`config.mk`:
```
export PLATFORM = sky130hd
export DESIGN_NAME = mac_tx_gap_backoff_phy_ctrl
export DESIGN_NICKNAME = d
export VERILOG_FILES = /design/src/common/mac_tx_policy_pkg.sv /design/src/rtl/mac_tx_gap_backoff_phy_ctrl.sv
export SDC_FILE = /design/constraint.sdc
export NUM_CORES = 1
export LEC_CHECK = 0
export BUFFER_PORTS_ARGS = -buffer_cell sky130_fd_sc_hd__buf_4
export CAP_MARGIN = 10
export CORE_ASPECT_RATIO = 0.6
export CORE_MARGIN = 2
export CORE_UTILIZATION = 49
export DETAILED_ROUTE_END_ITERATION = 16
export PLACE_DENSITY = 0.77
export SKIP_LAST_GASP = 1
export SLEW_MARGIN = 20
export SYNTH_ARGS = -nofsm -noshare
export SYNTH_HDL_FRONTEND = slang
export SYNTH_SLANG_ARGS = --single-unit
```
`constraint.sdc`:
```
create_clock -name clk_i -period 4 [get_ports clk_i]
set_input_delay 0.2 -clock clk_i [delete_from_list [all_inputs] [get_ports clk_i]]
set_output_delay 0.2 -clock clk_i [all_outputs]
set_load 0.02 [all_outputs]
```
`src/common/mac_tx_policy_pkg.sv`:
```
// constants for the half-duplex transmit policy and phy control block
package mac_tx_policy_pkg;
  localparam int CLK_PERIOD_NS = 10;
  // one nibble time at 10 Mbit/s
  localparam int NIBBLE_TIME_NS = 400;
  localparam int NIBBLE_CYCLES = (NIBBLE_TIME_NS + CLK_PERIOD_NS - 1) / CLK_PERIOD_NS;
  // 512 bit times
  localparam int SLOT_TIME_NS = 51200;
  localparam int SLOT_CYCLES_DEF = (SLOT_TIME_NS + CLK_PERIOD_NS - 1) / CLK_PERIOD_NS;
  // excessive deferral: 3036 byte times
  localparam int DEFER_LIMIT_NS = 2428800;
  localparam int DEFER_CYCLES_DEF = DEFER_LIMIT_NS / CLK_PERIOD_NS;
  localparam int MAX_ATTEMPTS = 16;
  localparam int BACKOFF_MAX_EXP = 10;

  localparam logic [3:0] ADDR_MAC_CONTROL_THREE = 4'h0;
  localparam logic [3:0] ADDR_BACK_TO_BACK_GAP = 4'h1;
  localparam logic [3:0] ADDR_PHY_CONTROL_TWO = 4'h2;
  localparam logic [3:0] ADDR_PHY_CONTROL_ONE = 4'h3;
  localparam logic [3:0] ADDR_MAC_DUPLEX = 4'h4;
  localparam logic [3:0] ADDR_TX_STATUS = 4'h5;

  // mac_control_three fields
  localparam int DEFER_BIT = 6;
  localparam int BACKPRESSURE_NO_BACKOFF_BIT = 5;
  localparam int SKIP_BACKOFF_BIT = 4;
  localparam logic [7:0] MAC_CONTROL_THREE_MASK = 8'h70;
  localparam logic [7:0] MAC_CONTROL_THREE_RESET = 8'h00;
  // back_to_back_gap fields
  localparam logic [7:0] BACK_TO_BACK_GAP_MASK = 8'h7F;
  localparam logic [7:0] BACK_TO_BACK_GAP_RESET = 8'h00;
  localparam logic [7:0] GAP_OFFSET_FULL = 8'h03;
  localparam logic [7:0] GAP_OFFSET_HALF = 8'h06;
  // phy_control_two fields
  localparam int FORCE_LINK_UP_BIT = 14;
  localparam int TWISTED_PAIR_TX_OFF_BIT = 13;
  localparam int JABBER_OFF_BIT = 10;
  localparam int HALF_DUPLEX_LOOPBACK_DISABLE_BIT = 8;
  localparam logic [15:0] PHY_CONTROL_TWO_MASK = 16'h6500;
  localparam logic [15:0] PHY_CONTROL_TWO_RESET = 16'h0000;
  // phy_control_one fields
  localparam int PHY_LOOPBACK_BIT = 14;
  localparam int PHY_DUPLEX_MODE_BIT = 8;
  localparam logic [15:0] PHY_CONTROL_ONE_MASK = 16'h4100;
  localparam logic [15:0] PHY_CONTROL_ONE_RESET = 16'h0000;
  // mac_duplex: bit 0 is mac_full_duplex
  localparam logic [15:0] MAC_DUPLEX_RESET = 16'h0000;
  // tx_status: write 1 to bits 1..2 clears the sticky abort flags
  localparam int STAT_DEFER_ABORT_BIT = 1;
  localparam int STAT_RETRY_ABORT_BIT = 2;

  typedef enum logic [2:0] {
    ST_IDLE,
    ST_DEFER,
    ST_XMIT,
    ST_BACKOFF
  } tx_state_t;
endpackage : mac_tx_policy_pkg

```
`src/rtl/mac_tx_gap_backoff_phy_ctrl.sv`:
```
// transmit gap, deferral and backoff policy with phy control bits
//
// Chosen here: the register offsets and the plain strobed port.
`timescale 1ns/100ps
`default_nettype none

// How it works
// - defer set: wait forever for free medium
// - skip backoff: retry immediately after collisions
// - full duplex gap is value plus three
// - half duplex gap is value plus six
// - gap register top bit reads zero
// - force link bit reports link up
// - transmitter disable bit silences twisted pair
// - jabber bit turns jabber correction off
// - loopback disable ignored in loopback or full
// - loopback disable: data to twisted pair only
// - loopback enabled: data to mac and pair
// - phy control two top bit reads zero
module mac_tx_gap_backoff_phy_ctrl
  import mac_tx_policy_pkg::*;
#(
  parameter int SLOT_CYCLES = SLOT_CYCLES_DEF,
  parameter int DEFER_CYCLES = DEFER_CYCLES_DEF
) (
  input wire logic clk_i,
  input wire logic resetn_i,
  input wire logic [3:0] addr_i,
  input wire logic [15:0] wdata_i,
  input wire logic wr_i,
  input wire logic rd_i,
  output logic [15:0] rdata_o,
  input wire logic tx_request_i,
  input wire logic tx_end_i,
  input wire logic backpressure_i,
  input wire logic medium_busy_i,
  input wire logic collision_i,
  input wire logic link_detect_i,
  input wire logic duplex_strap_i,
  output logic tx_start_o,
  output logic tx_done_o,
  output logic tx_abort_o,
  output logic transmitting_o,
  output logic link_up_o,
  output logic tp_tx_enable_o,
  output logic jabber_correct_o,
  output logic loopback_to_mac_o
);

  ////////////////////////////////////////////////////////////////////////////
  // pin synchronisers
  logic [3:0] pin_meta_reg;
  logic [3:0] pin_sync_reg;
  always_ff @(posedge clk_i) begin
    pin_meta_reg <= {duplex_strap_i, link_detect_i, collision_i, medium_busy_i};
    pin_sync_reg <= pin_meta_reg;
  end
  wire logic busy_s = pin_sync_reg[0];
  wire logic coll_s = pin_sync_reg[1];
  wire logic link_s = pin_sync_reg[2];
  wire logic strap_s = pin_sync_reg[3];

  ////////////////////////////////////////////////////////////////////////////
  // registers
  logic [7:0] mac3_reg;
  logic [7:0] gap_reg;
  logic [15:0] phy2_reg;
  logic [15:0] phy1_reg;
  logic mac_full_duplex_reg;
  logic strap_taken_reg;
  logic defer_abort_reg;
  logic retry_abort_reg;
  logic [15:0] rdata_reg;
  tx_state_t state_reg;
  logic [4:0] attempts_reg;

  wire logic wr_mac3 = wr_i && (addr_i == ADDR_MAC_CONTROL_THREE);
  wire logic wr_gap = wr_i && (addr_i == ADDR_BACK_TO_BACK_GAP);
  wire logic wr_phy2 = wr_i && (addr_i == ADDR_PHY_CONTROL_TWO);
  wire logic wr_phy1 = wr_i && (addr_i == ADDR_PHY_CONTROL_ONE);
  wire logic wr_dpx = wr_i && (addr_i == ADDR_MAC_DUPLEX);
  wire logic wr_stat = wr_i && (addr_i == ADDR_TX_STATUS);

  wire logic defer_en = mac3_reg[DEFER_BIT];
  wire logic bp_no_backoff = mac3_reg[BACKPRESSURE_NO_BACKOFF_BIT];
  wire logic skip_backoff = mac3_reg[SKIP_BACKOFF_BIT];
  wire logic half_duplex = !mac_full_duplex_reg;
  // phy and mac duplex must agree; mismatch is visible to software
  wire logic duplex_mismatch = phy1_reg[PHY_DUPLEX_MODE_BIT] != mac_full_duplex_reg;

  always_ff @(posedge clk_i) begin
    if (!resetn_i) begin
      mac3_reg <= MAC_CONTROL_THREE_RESET;
      gap_reg <= BACK_TO_BACK_GAP_RESET;
      phy2_reg <= PHY_CONTROL_TWO_RESET;
      mac_full_duplex_reg <= 1'b0;
    end else begin
      // unimplemented and reserved bits never store
      if (wr_mac3) mac3_reg <= wdata_i[7:0] & MAC_CONTROL_THREE_MASK;
      if (wr_gap) gap_reg <= wdata_i[7:0] & BACK_TO_BACK_GAP_MASK;
      if (wr_phy2) phy2_reg <= wdata_i & PHY_CONTROL_TWO_MASK;
      if (wr_dpx) mac_full_duplex_reg <= wdata_i[0];
    end
  end

  // duplex strap is caught once, after reset release
  always_ff @(posedge clk_i) begin
    if (!resetn_i) begin
      phy1_reg <= PHY_CONTROL_ONE_RESET;
      strap_taken_reg <= 1'b0;
    end else if (wr_phy1) begin
      phy1_reg <= wdata_i & PHY_CONTROL_ONE_MASK;
      strap_taken_reg <= 1'b1;
    end else if (!strap_taken_reg) begin
      phy1_reg[PHY_DUPLEX_MODE_BIT] <= strap_s;
      strap_taken_reg <= 1'b1;
    end
  end

  wire logic [15:0] status_word = {8'h00, 3'h0, attempts_reg[3:0] == 4'h0 ? 1'b0 : 1'b1,
                                   duplex_mismatch, retry_abort_reg, defer_abort_reg, transmitting_o};
  logic [15:0] read_mux;
  always_comb begin
    read_mux = 16'h0000;
    unique case (addr_i)
      ADDR_MAC_CONTROL_THREE: read_mux = {8'h00, mac3_reg};
      ADDR_BACK_TO_BACK_GAP: read_mux = {8'h00, gap_reg};
      ADDR_PHY_CONTROL_TWO: read_mux = phy2_reg;
      ADDR_PHY_CONTROL_ONE: read_mux = phy1_reg;
      ADDR_MAC_DUPLEX: read_mux = {15'h0000, mac_full_duplex_reg};
      ADDR_TX_STATUS: read_mux = status_word;
      default: read_mux = 16'h0000;
    endcase
  end
  always_ff @(posedge clk_i) begin
    if (!resetn_i) rdata_reg <= 16'h0000;
    else if (rd_i) rdata_reg <= read_mux;
    else rdata_reg <= 16'h0000;
  end
  assign rdata_o = rdata_reg;

  ////////////////////////////////////////////////////////////////////////////
  // phy control outputs
  wire logic loop_bits_clear = !phy1_reg[PHY_LOOPBACK_BIT] && !phy1_reg[PHY_DUPLEX_MODE_BIT];
  assign link_up_o = phy2_reg[FORCE_LINK_UP_BIT] || link_s;
  assign tp_tx_enable_o = !phy2_reg[TWISTED_PAIR_TX_OFF_BIT];
  assign jabber_correct_o = !phy2_reg[JABBER_OFF_BIT];
  assign loopback_to_mac_o = loop_bits_clear && !phy2_reg[HALF_DUPLEX_LOOPBACK_DISABLE_BIT];

  ////////////////////////////////////////////////////////////////////////////
  // nibble time enable and inter-packet gap
  logic [7:0] nib_div_reg;
  logic [7:0] gap_cnt_reg;
  wire logic nib_tick = nib_div_reg == 8'(NIBBLE_CYCLES - 1);
  wire logic gap_done = gap_cnt_reg == 8'h00;
  wire logic [7:0] gap_load = gap_reg + (half_duplex ? GAP_OFFSET_HALF : GAP_OFFSET_FULL);
  wire logic frame_end = (state_reg == ST_XMIT) && tx_end_i;

  always_ff @(posedge clk_i) begin
    if (!resetn_i || frame_end) nib_div_reg <= 8'h00;
    else if (nib_tick) nib_div_reg <= 8'h00;
    else nib_div_reg <= nib_div_reg + 8'h01;
  end
  always_ff @(posedge clk_i) begin
    if (!resetn_i) gap_cnt_reg <= 8'h00;
    else if (frame_end) gap_cnt_reg <= gap_load;
    else if (nib_tick && !gap_done) gap_cnt_reg <= gap_cnt_reg - 8'h01;
  end

  ////////////////////////////////////////////////////////////////////////////
  // deferral, collision and backoff
  logic [31:0] defer_cnt_reg;
  logic [15:0] slot_cnt_reg;
  logic [9:0] slots_left_reg;
  logic [15:0] lfsr_reg;

  wire logic medium_held = half_duplex && busy_s;
  wire logic defer_limit = defer_cnt_reg == 32'(DEFER_CYCLES - 1);
  wire logic xmit_coll = (state_reg == ST_XMIT) && half_duplex && coll_s && !tx_end_i;
  wire logic last_attempt = attempts_reg == 5'(MAX_ATTEMPTS - 1);
  wire logic retry_now = skip_backoff || (bp_no_backoff && backpressure_i);
  wire logic [3:0] bo_exp = attempts_reg >= 5'(BACKOFF_MAX_EXP) ? 4'(BACKOFF_MAX_EXP) : attempts_reg[3:0] + 4'h1;
  wire logic [9:0] bo_mask = 10'((11'h001 << bo_exp) - 11'h001);
  wire logic slot_end = slot_cnt_reg == 16'(SLOT_CYCLES - 1);
  wire logic can_start = tx_request_i && gap_done && !medium_held;
  wire logic defer_fail = (state_reg == ST_DEFER) && medium_held && !defer_en && defer_limit;
  wire logic retry_fail = xmit_coll && last_attempt;

  always_ff @(posedge clk_i) begin
    if (!resetn_i) lfsr_reg <= 16'hACE1;
    else lfsr_reg <= {lfsr_reg[14:0], lfsr_reg[15] ^ lfsr_reg[13] ^ lfsr_reg[12] ^ lfsr_reg[10]};
  end

  always_ff @(posedge clk_i) begin
    if (!resetn_i) begin
      state_reg <= ST_IDLE;
      attempts_reg <= 5'h00;
      defer_cnt_reg <= 32'h0000_0000;
      slot_cnt_reg <= 16'h0000;
      slots_left_reg <= 10'h000;
    end else begin
      unique case (state_reg)
        ST_IDLE: begin
          defer_cnt_reg <= 32'h0000_0000;
          if (tx_request_i && medium_held) state_reg <= ST_DEFER;
          else if (can_start) state_reg <= ST_XMIT;
        end
        ST_DEFER: begin
          // defer set: no limit applies while the medium stays busy
          if (!tx_request_i || defer_fail) state_reg <= ST_IDLE;
          else if (!medium_held && gap_done) state_reg <= ST_XMIT;
          if (medium_held && !defer_limit) defer_cnt_reg <= defer_cnt_reg + 32'h0000_0001;
        end
        ST_XMIT: begin
          if (tx_end_i) begin
            state_reg <= ST_IDLE;
            attempts_reg <= 5'h00;
          end else if (xmit_coll) begin
            if (last_attempt) begin
              state_reg <= ST_IDLE;
              attempts_reg <= 5'h00;
            end else begin
              attempts_reg <= attempts_reg + 5'h01;
              slot_cnt_reg <= 16'h0000;
              slots_left_reg <= lfsr_reg[9:0] & bo_mask;
              state_reg <= retry_now ? ST_IDLE : ST_BACKOFF;
            end
          end
        end
        ST_BACKOFF: begin
          if (slots_left_reg == 10'h000) state_reg <= ST_IDLE;
          else if (slot_end) begin
            slot_cnt_reg <= 16'h0000;
            slots_left_reg <= slots_left_reg - 10'h001;
          end else slot_cnt_reg <= slot_cnt_reg + 16'h0001;
        end
        default: state_reg <= ST_IDLE;
      endcase
    end
  end

  wire logic start_now = ((state_reg == ST_IDLE) && can_start)
                      || ((state_reg == ST_DEFER) && tx_request_i && !medium_held && gap_done);

  // sticky abort flags: a new abort wins over a clear in the same cycle
  always_ff @(posedge clk_i) begin
    if (!resetn_i) begin
      defer_abort_reg <= 1'b0;
      retry_abort_reg <= 1'b0;
    end else begin
      defer_abort_reg <= defer_fail || (defer_abort_reg && !(wr_stat && wdata_i[STAT_DEFER_ABORT_BIT]));
      retry_abort_reg <= retry_fail || (retry_abort_reg && !(wr_stat && wdata_i[STAT_RETRY_ABORT_BIT]));
    end
  end

  assign tx_start_o = start_now;
  assign tx_done_o = frame_end;
  assign tx_abort_o = defer_fail || retry_fail;
  assign transmitting_o = state_reg == ST_XMIT;
endmodule : mac_tx_gap_backoff_phy_ctrl
`default_nettype wire

```
==> results of run 1 <==
## metal layers
layer | share of wire [%] | GRT usage, %
met5 | 0 | 0
met1 | 51 | 33.53
met4 | 0.74 | 5.657
met2 | 40 | 30.75
met3 | 8.5 | 6.136
## cells in the final DEF (no fill, tap or decap), types with 9 or more instances in the layout
master     netlist  routed
xor2_1          23      23
buf_4            6      49
mux2i_1         23      23
inv_1           21      21
a21oi_2          9       9
nand3_1         38      38
nor3_1          17      17
a21oi_1         43      43
o21ai_0         26      26
nand2b_1        10      10
xnor2_1         22      22
nand2_1         56      56
or3_1            9       9
nor2_1          92      92
o31ai_1         13      13
and3_1          10      10
dfxtp_1        136     136
clkbuf_16        0      17
a31oi_1          9       9
and2_1          10      10
nand4_1         23      23
ha_1            12      12
## logic make-up (layout without fill, tap and decap cells)
group | count (synthesis) | count (layout) | synth area share [%]
buffers and inverters | 69 | 107 | 5.362
adders and majority gates | 13 | 13 | 2.367
DFF | 136 | 136 | 40.24
muxes | 24 | 24 | 3.569
AOI/OAI and AO/OA | 157 | 157 | 15.57
other | 1 | 5 | 0.05542
and+or+nand+nor | 339 | 339 | 27.02
xor gates and xnor gates | 45 | 45 | 5.825
## critical path, cell delays in order (launching register included)
cell and delay [ns]:
dfxtp_1 0.34, inv_1 0.09, ha_1 0.19, nor3b_2 0.42, a41oi_1 0.40, o22ai_2 0.62
nand2_1 0.45, a21oi_1 0.25
## how the worst max path moves through the flow
stage | from | endpoint | slack [ns] | cells past startpoint
floorplan | attempts_reg[0]$_SDFFE_PN0P_ | slots_left_reg[4]$_SDFFE_PN0P_ | 1.53 | 12
global placement | attempts_reg[1]$_SDFFE_PN0P_ | slot_cnt_reg[5]$_SDFFE_PN0P_ | 1.29 | 6
detailed placement | slots_left_reg[0]$_SDFFE_PN0P_ | slot_cnt_reg[5]$_SDFFE_PN0P_ | 1.22 | 7
CTS | slots_left_reg[0]$_SDFFE_PN0P_ | slot_cnt_reg[5]$_SDFFE_PN0P_ | 1.19 | 7
global route | slots_left_reg[1]$_SDFFE_PN0P_ | slot_cnt_reg[5]$_SDFFE_PN0P_ | 0.79 | 7
finish | slots_left_reg[0]$_SDFFE_PN0P_ | slot_cnt_reg[5]$_SDFFE_PN0P_ | 1.15 | 7
## cell type report
cell class,count,share of cell area [%]
Sequential cell,136,35.01
Multi-Input combinational cell,583,47.52
Clock buffer,18,5.647
Timing Repair Buffer,53,5.245
Clock inverter,14,2.703
Tap cell,175,2.815
Inverter,22,1.062
## metrics by stage
step	instances	cell area, um^2	setup slack, ns	hold slack (ns)
after floorplan	788	6782	1.525	0.2277
after global placement	965	7088	1.286	0.3045
after detailed placement	965	7088	1.222	0.3060
after CTS	1001	7777	1.192	0.005233
after global routing	1001	7777	0.7933	0.007885
final	1001	7777	1.147	0.008657
## power breakdown
part | leakage [nW] | internal (W) | switching, W
clock | 0.319 | 0.00108 | 0.000648
combinational | 1.43 | 0.000146 | 0.000257
sequential | 1.11 | 0.00140 | 0.0000510
## timing repair
item,4_1_cts,5_1_grt
setup buffers,0,0
endpoints found under the hold margin,4,0
resized for setup,0,0
hold buffers,4,0
==> impl_metrics.json, run 1 <==
{
  "status": "finished clean",
  "hold_path.class": "in -> reg",
  "min_period_ns": 2.853,
  "finClkSkew_ns": 0.007817,
  "cts_max_level": 4,
  "worst_slew_pin_slew_ns": 0.8054,
  "num_antenna_cells": 0,
  "cellPowerDensity_nw_per_um2": 460.7,
  "path_class": "reg -> reg",
  "track_usage_pct": 22.17,
  "drt_iter0_drc": 454,
  "largest_reg_flops": 32,
  "synthCells": 784,
  "rsz0062_at_grt": "no",
  "grt_max_degree": 46,
  "hold-path-cell-count": 3,
  "endpoint_kind": "flip-flop",
  "io_buffers": 44,
  "ys.flop_type": "dfxtp_1",
  "synth_common_cells": "136 x dfxtp_1, 92 x nor2_1, 56 x nand2_1, 43 x a21oi_1, 38 x nand3_1",
  "fin_setup_tns_ns": 0,
  "yosys_warnings": 0,
  "utilization_pct": 57.25,
  "dieArea_um2": 14800,
  "io-pin-count": 55,
  "drt-wirelength-per-cell_um": 15.65,
  "ant_nets": 0,
  "worstSetupStartpointType": "flip-flop",
  "whs_endpoint": "phy2_reg[13]$_SDFFE_PN0P_",
  "drv_cap": 0,
  "synth-async-reset-ratio_pct": 0,
  "coreArea_um2": 13580,
  "dr.pass1.iters": 7,
  "synth_seq_cells": 136,
  "syn_area_um2": 6766,
  "hold_viol_final": 0,
  "fmax_ghz": 0.3505,
  "grt_antenna_before_repair": 0,
  "die_w_um": 155.7,
  "yosys.area.top_type": "dfxtp_1",
  "place.gp.congestion": 0.8277,
  "maxSlewHeadroom_pct": 46.11,
  "reg2reg_slack_ns": 1.15,
  "clockBufferDepth": 2,
  "p_leak_nw": 2.852,
  "synth_cell_type_count": 83,
  "avgSynthCellArea_um2": 8.631,
  "drc_errors": 0,
  "drive_above_1_share_pct": 14.77,
  "path_clk_slew_ns": 0.06,
  "dpl.hpwl_um": 10620,
  "seq_area_frac_synth_pct": 40.24,
  "vias_per_cell": 5.808,
  "cp.arrival_ns": 3.19,
  "routed_wl_um": 15670,
  "slew_viol_final": 0,
  "r2r-start": "slots_left_reg[0]$_SDFFE_PN0P_",
  "irDropWorstVdd_uv": 279.3,
  "rows": 33,
  "overflow": 0,
  "rr_endpoint": "slot_cnt_reg[5]$_SDFFE_PN0P_",
  "dr_total_vias": 5814,
  "yosysMostFrequentCell": "dfxtp_1",
  "setup_viol_count_final": 0,
  "crit_required_ns": 4.33,
  "synth_top_area_share_pct": 40.24,
  "fill_cells": 1159,
  "cts.sink_count": 136,
  "hold_start": "wdata_i[13]",
  "syn2layout_area_growth_pct": 14.94,
  "layout.nets": 856,
  "start_util_pct": 49.81,
  "synthTopCellsByArea": "dfxtp_1 40%, nor2_1 5.1%, mux2i_1 3.4%",
  "path_max_fanout": 15,
  "cts-buffers-inserted": 17,
  "finalCritPeriodShare_pct": 71.34,
  "seqCellArea_um2": 2723,
  "synth_edf_count": 0,
  "clockRootBuffer": "clkbuf_16",
  "worstSkewPairLatency_ns": 0.42,
  "p_total_w": 0.003583,
  "grt_pass1_vias": 5266,
  "multi_input_area_um2": 3696,
  "reg2regPathDepth": 7,
  "die_h_um": 95.03,
  "grt_pass1_wl_um": 26150,
  "cts_tree": "built"
}
Note: power is estimated with default switching activity, not from simulation.
==> run 2, diff against run 1 <==
- PLACE_DENSITY: 0.77 -> 0.8
- clock period: 4 -> 2.5 ns (I/O delays scaled with it)
==> impl_metrics.json, run 2 (synthesis results as in run 1) <==
{
  "status": "finished clean",
  "dpl.hpwl_um": 11580,
  "dr.pass1.iters": 6,
  "wl_met2_um": 6924,
  "track_usage_pct": 23.53,
  "cts_tree": "built",
  "worstSetupStartpointType": "flip-flop",
  "io-pin-count": 55,
  "grt_pass1_wl_um": 27590,
  "dr_total_vias": 6060,
  "die_w_um": 155.7,
  "routed_wl_um": 16710,
  "fmax_ghz": 0.4184,
  "cellPowerDensity_nw_per_um2": 694.6,
  "cts_max_level": 4,
  "maxSlewHeadroom_pct": 52.02,
  "drc_errors": 0,
  "finClkSkew_ns": 0.009893,
  "dp.cells": 989,
  "overflow": 0,
  "worst_slew_pin_slew_ns": 0.7149,
  "num_antenna_cells": 0,
  "vias_per_cell": 5.833,
  "crit_required_ns": 2.38,
  "fin_cells": 1039,
  "final_common_cell": "dfxtp_1",
  "drv_cap": 0,
  "dr_wl_met3_um": 1336,
  "endpoint_kind": "primary output",
  "rsz0062_at_grt": "no",
  "final_cell_mix": "136 x dfxtp_1, 92 x nor2_1, 74 x buf_4",
  "path_max_fanout": 7,
  "rows": 33,
  "min_period_ns": 2.390,
  "dieArea_um2": 14800,
  "io_buffers": 44,
  "setup_viol_count_final": 0,
  "finalCritPeriodShare_pct": 95.61,
  "grt_pass1_vias": 5460,
  "hold_path.class": "in -> reg",
  "die_h_um": 95.03,
  "path_class": "reg -> out",
  "path_clk_slew_ns": 0.07,
  "irDropWorstVdd_uv": 517.5,
  "top_layer": "met4",
  "cp.arrival_ns": 2.27,
  "drt-wirelength-per-cell_um": 16.08,
  "grt_antenna_before_repair": 0,
  "place.gp.congestion": 0.8672,
  "drive_above_1_share_pct": 17.13,
  "clockRootBuffer": "clkbuf_16",
  "fill_cells": 1154,
  "start_util_pct": 49.81,
  "cts.sink_count": 136,
  "grt_max_degree": 29,
  "postPlaceCellArea_um2": 7268,
  "cts-buffers-inserted": 17,
  "p_leak_nw": 3.006,
  "finalInstanceArea_um2": 8049,
  "syn2layout_area_growth_pct": 18.95,
  "largest_reg_flops": 32,
  "clockBufferDepth": 2,
  "hold_viol_final": 0,
  "ant_nets": 0,
  "coreArea_um2": 13580,
  "multi_input_area_um2": 3701,
  "layout.nets": 894,
  "utilization_pct": 59.25,
  "seqCellArea_um2": 2723,
  "wl_met1_um": 8218,
  "fin_setup_tns_ns": 0,
  "drt_iter0_drc": 359,
  "worstSkewPairLatency_ns": 0.43,
  "slew_viol_final": 0
}
[run 2: changes by cell type in the layout (fill, tap and decap cells not counted), sizes merged, moves of 2 or more]
| cell | delta |
|---|---|
| inv | +4 |
| dlygate4sd3 | +13 |
| clkinvlp | +2 |
| bufinv | -3 |
| buf | +25 |
| clkinv | -2 |
[run 2: power by group]
part,internal [W],switching (W)
clock network,0.00143,0.00112
registers,0.00224,0.0000724
logic,0.000283,0.000445
[run 2: path summary, 6_finish.rpt]
kind | from | to | slack, ns | cells after the start
worst max-delay path | defer_cnt_reg[6]$_SDFFE_PN0P_ | tx_abort_o | 0.11 | 5
worst min-delay path | addr_i[0] | rdata_o[13]$_SDFF_PN0_ | 0.03 | 2
worst max register to register | attempts_reg[1]$_SDFFE_PN0P_ | slots_left_reg[4]$_SDFFE_PN0P_ | 0.14 | 10
worst min register to register | pin_meta_reg[1]$_DFF_P_ | pin_sync_reg[1]$_DFF_P_ | 0.33 | 0
[run 2: critical path, cell delays in order (launching register included)]
cell and delay, ns:
dfxtp_1 0.36, or4_1 0.61, nor4_4 0.33, nand4_1 0.19
o21ai_0 0.15, buf_4 0.19
[run 2: area by class of cell]
class / count / area share (%)
inverters: 22 / 1.026
clock inverters: 15 / 2.145
well taps: 175 / 2.720
repair buffers: 91 / 9.016
multi-input cells: 583 / 45.98
flip-flops and latches: 136 / 33.83
clock buffers: 17 / 5.285
[run 2: metrics by stage]
step                      total power, W  hold WS, ns  setup WS (ns)
after floorplan                 0.002841       0.1527        0.02520
after global placement          0.003031       0.2297         0.3042
after detailed placement        0.003046       0.2308         0.2334
after CTS                       0.005603      0.02082        0.07871
after global routing            0.005804      0.03637       0.002704
final                           0.005591      0.03050         0.1097
[run 2: metal layers]
layer  up-vias  global-route usage (%)
met5         -                       0
met4         0                   7.187
met1      2848                   34.12
li1       2971                       -
met3        23                   6.591
met2       218                   33.92
[run 2: repair_timing]
item,CTS,global route
buffers inserted,1,0
endpoints found under the hold margin,24,0
gates resized for setup,0,1
hold buffers,17,0
pin swaps,1,0
setup endpoints to repair,1,1
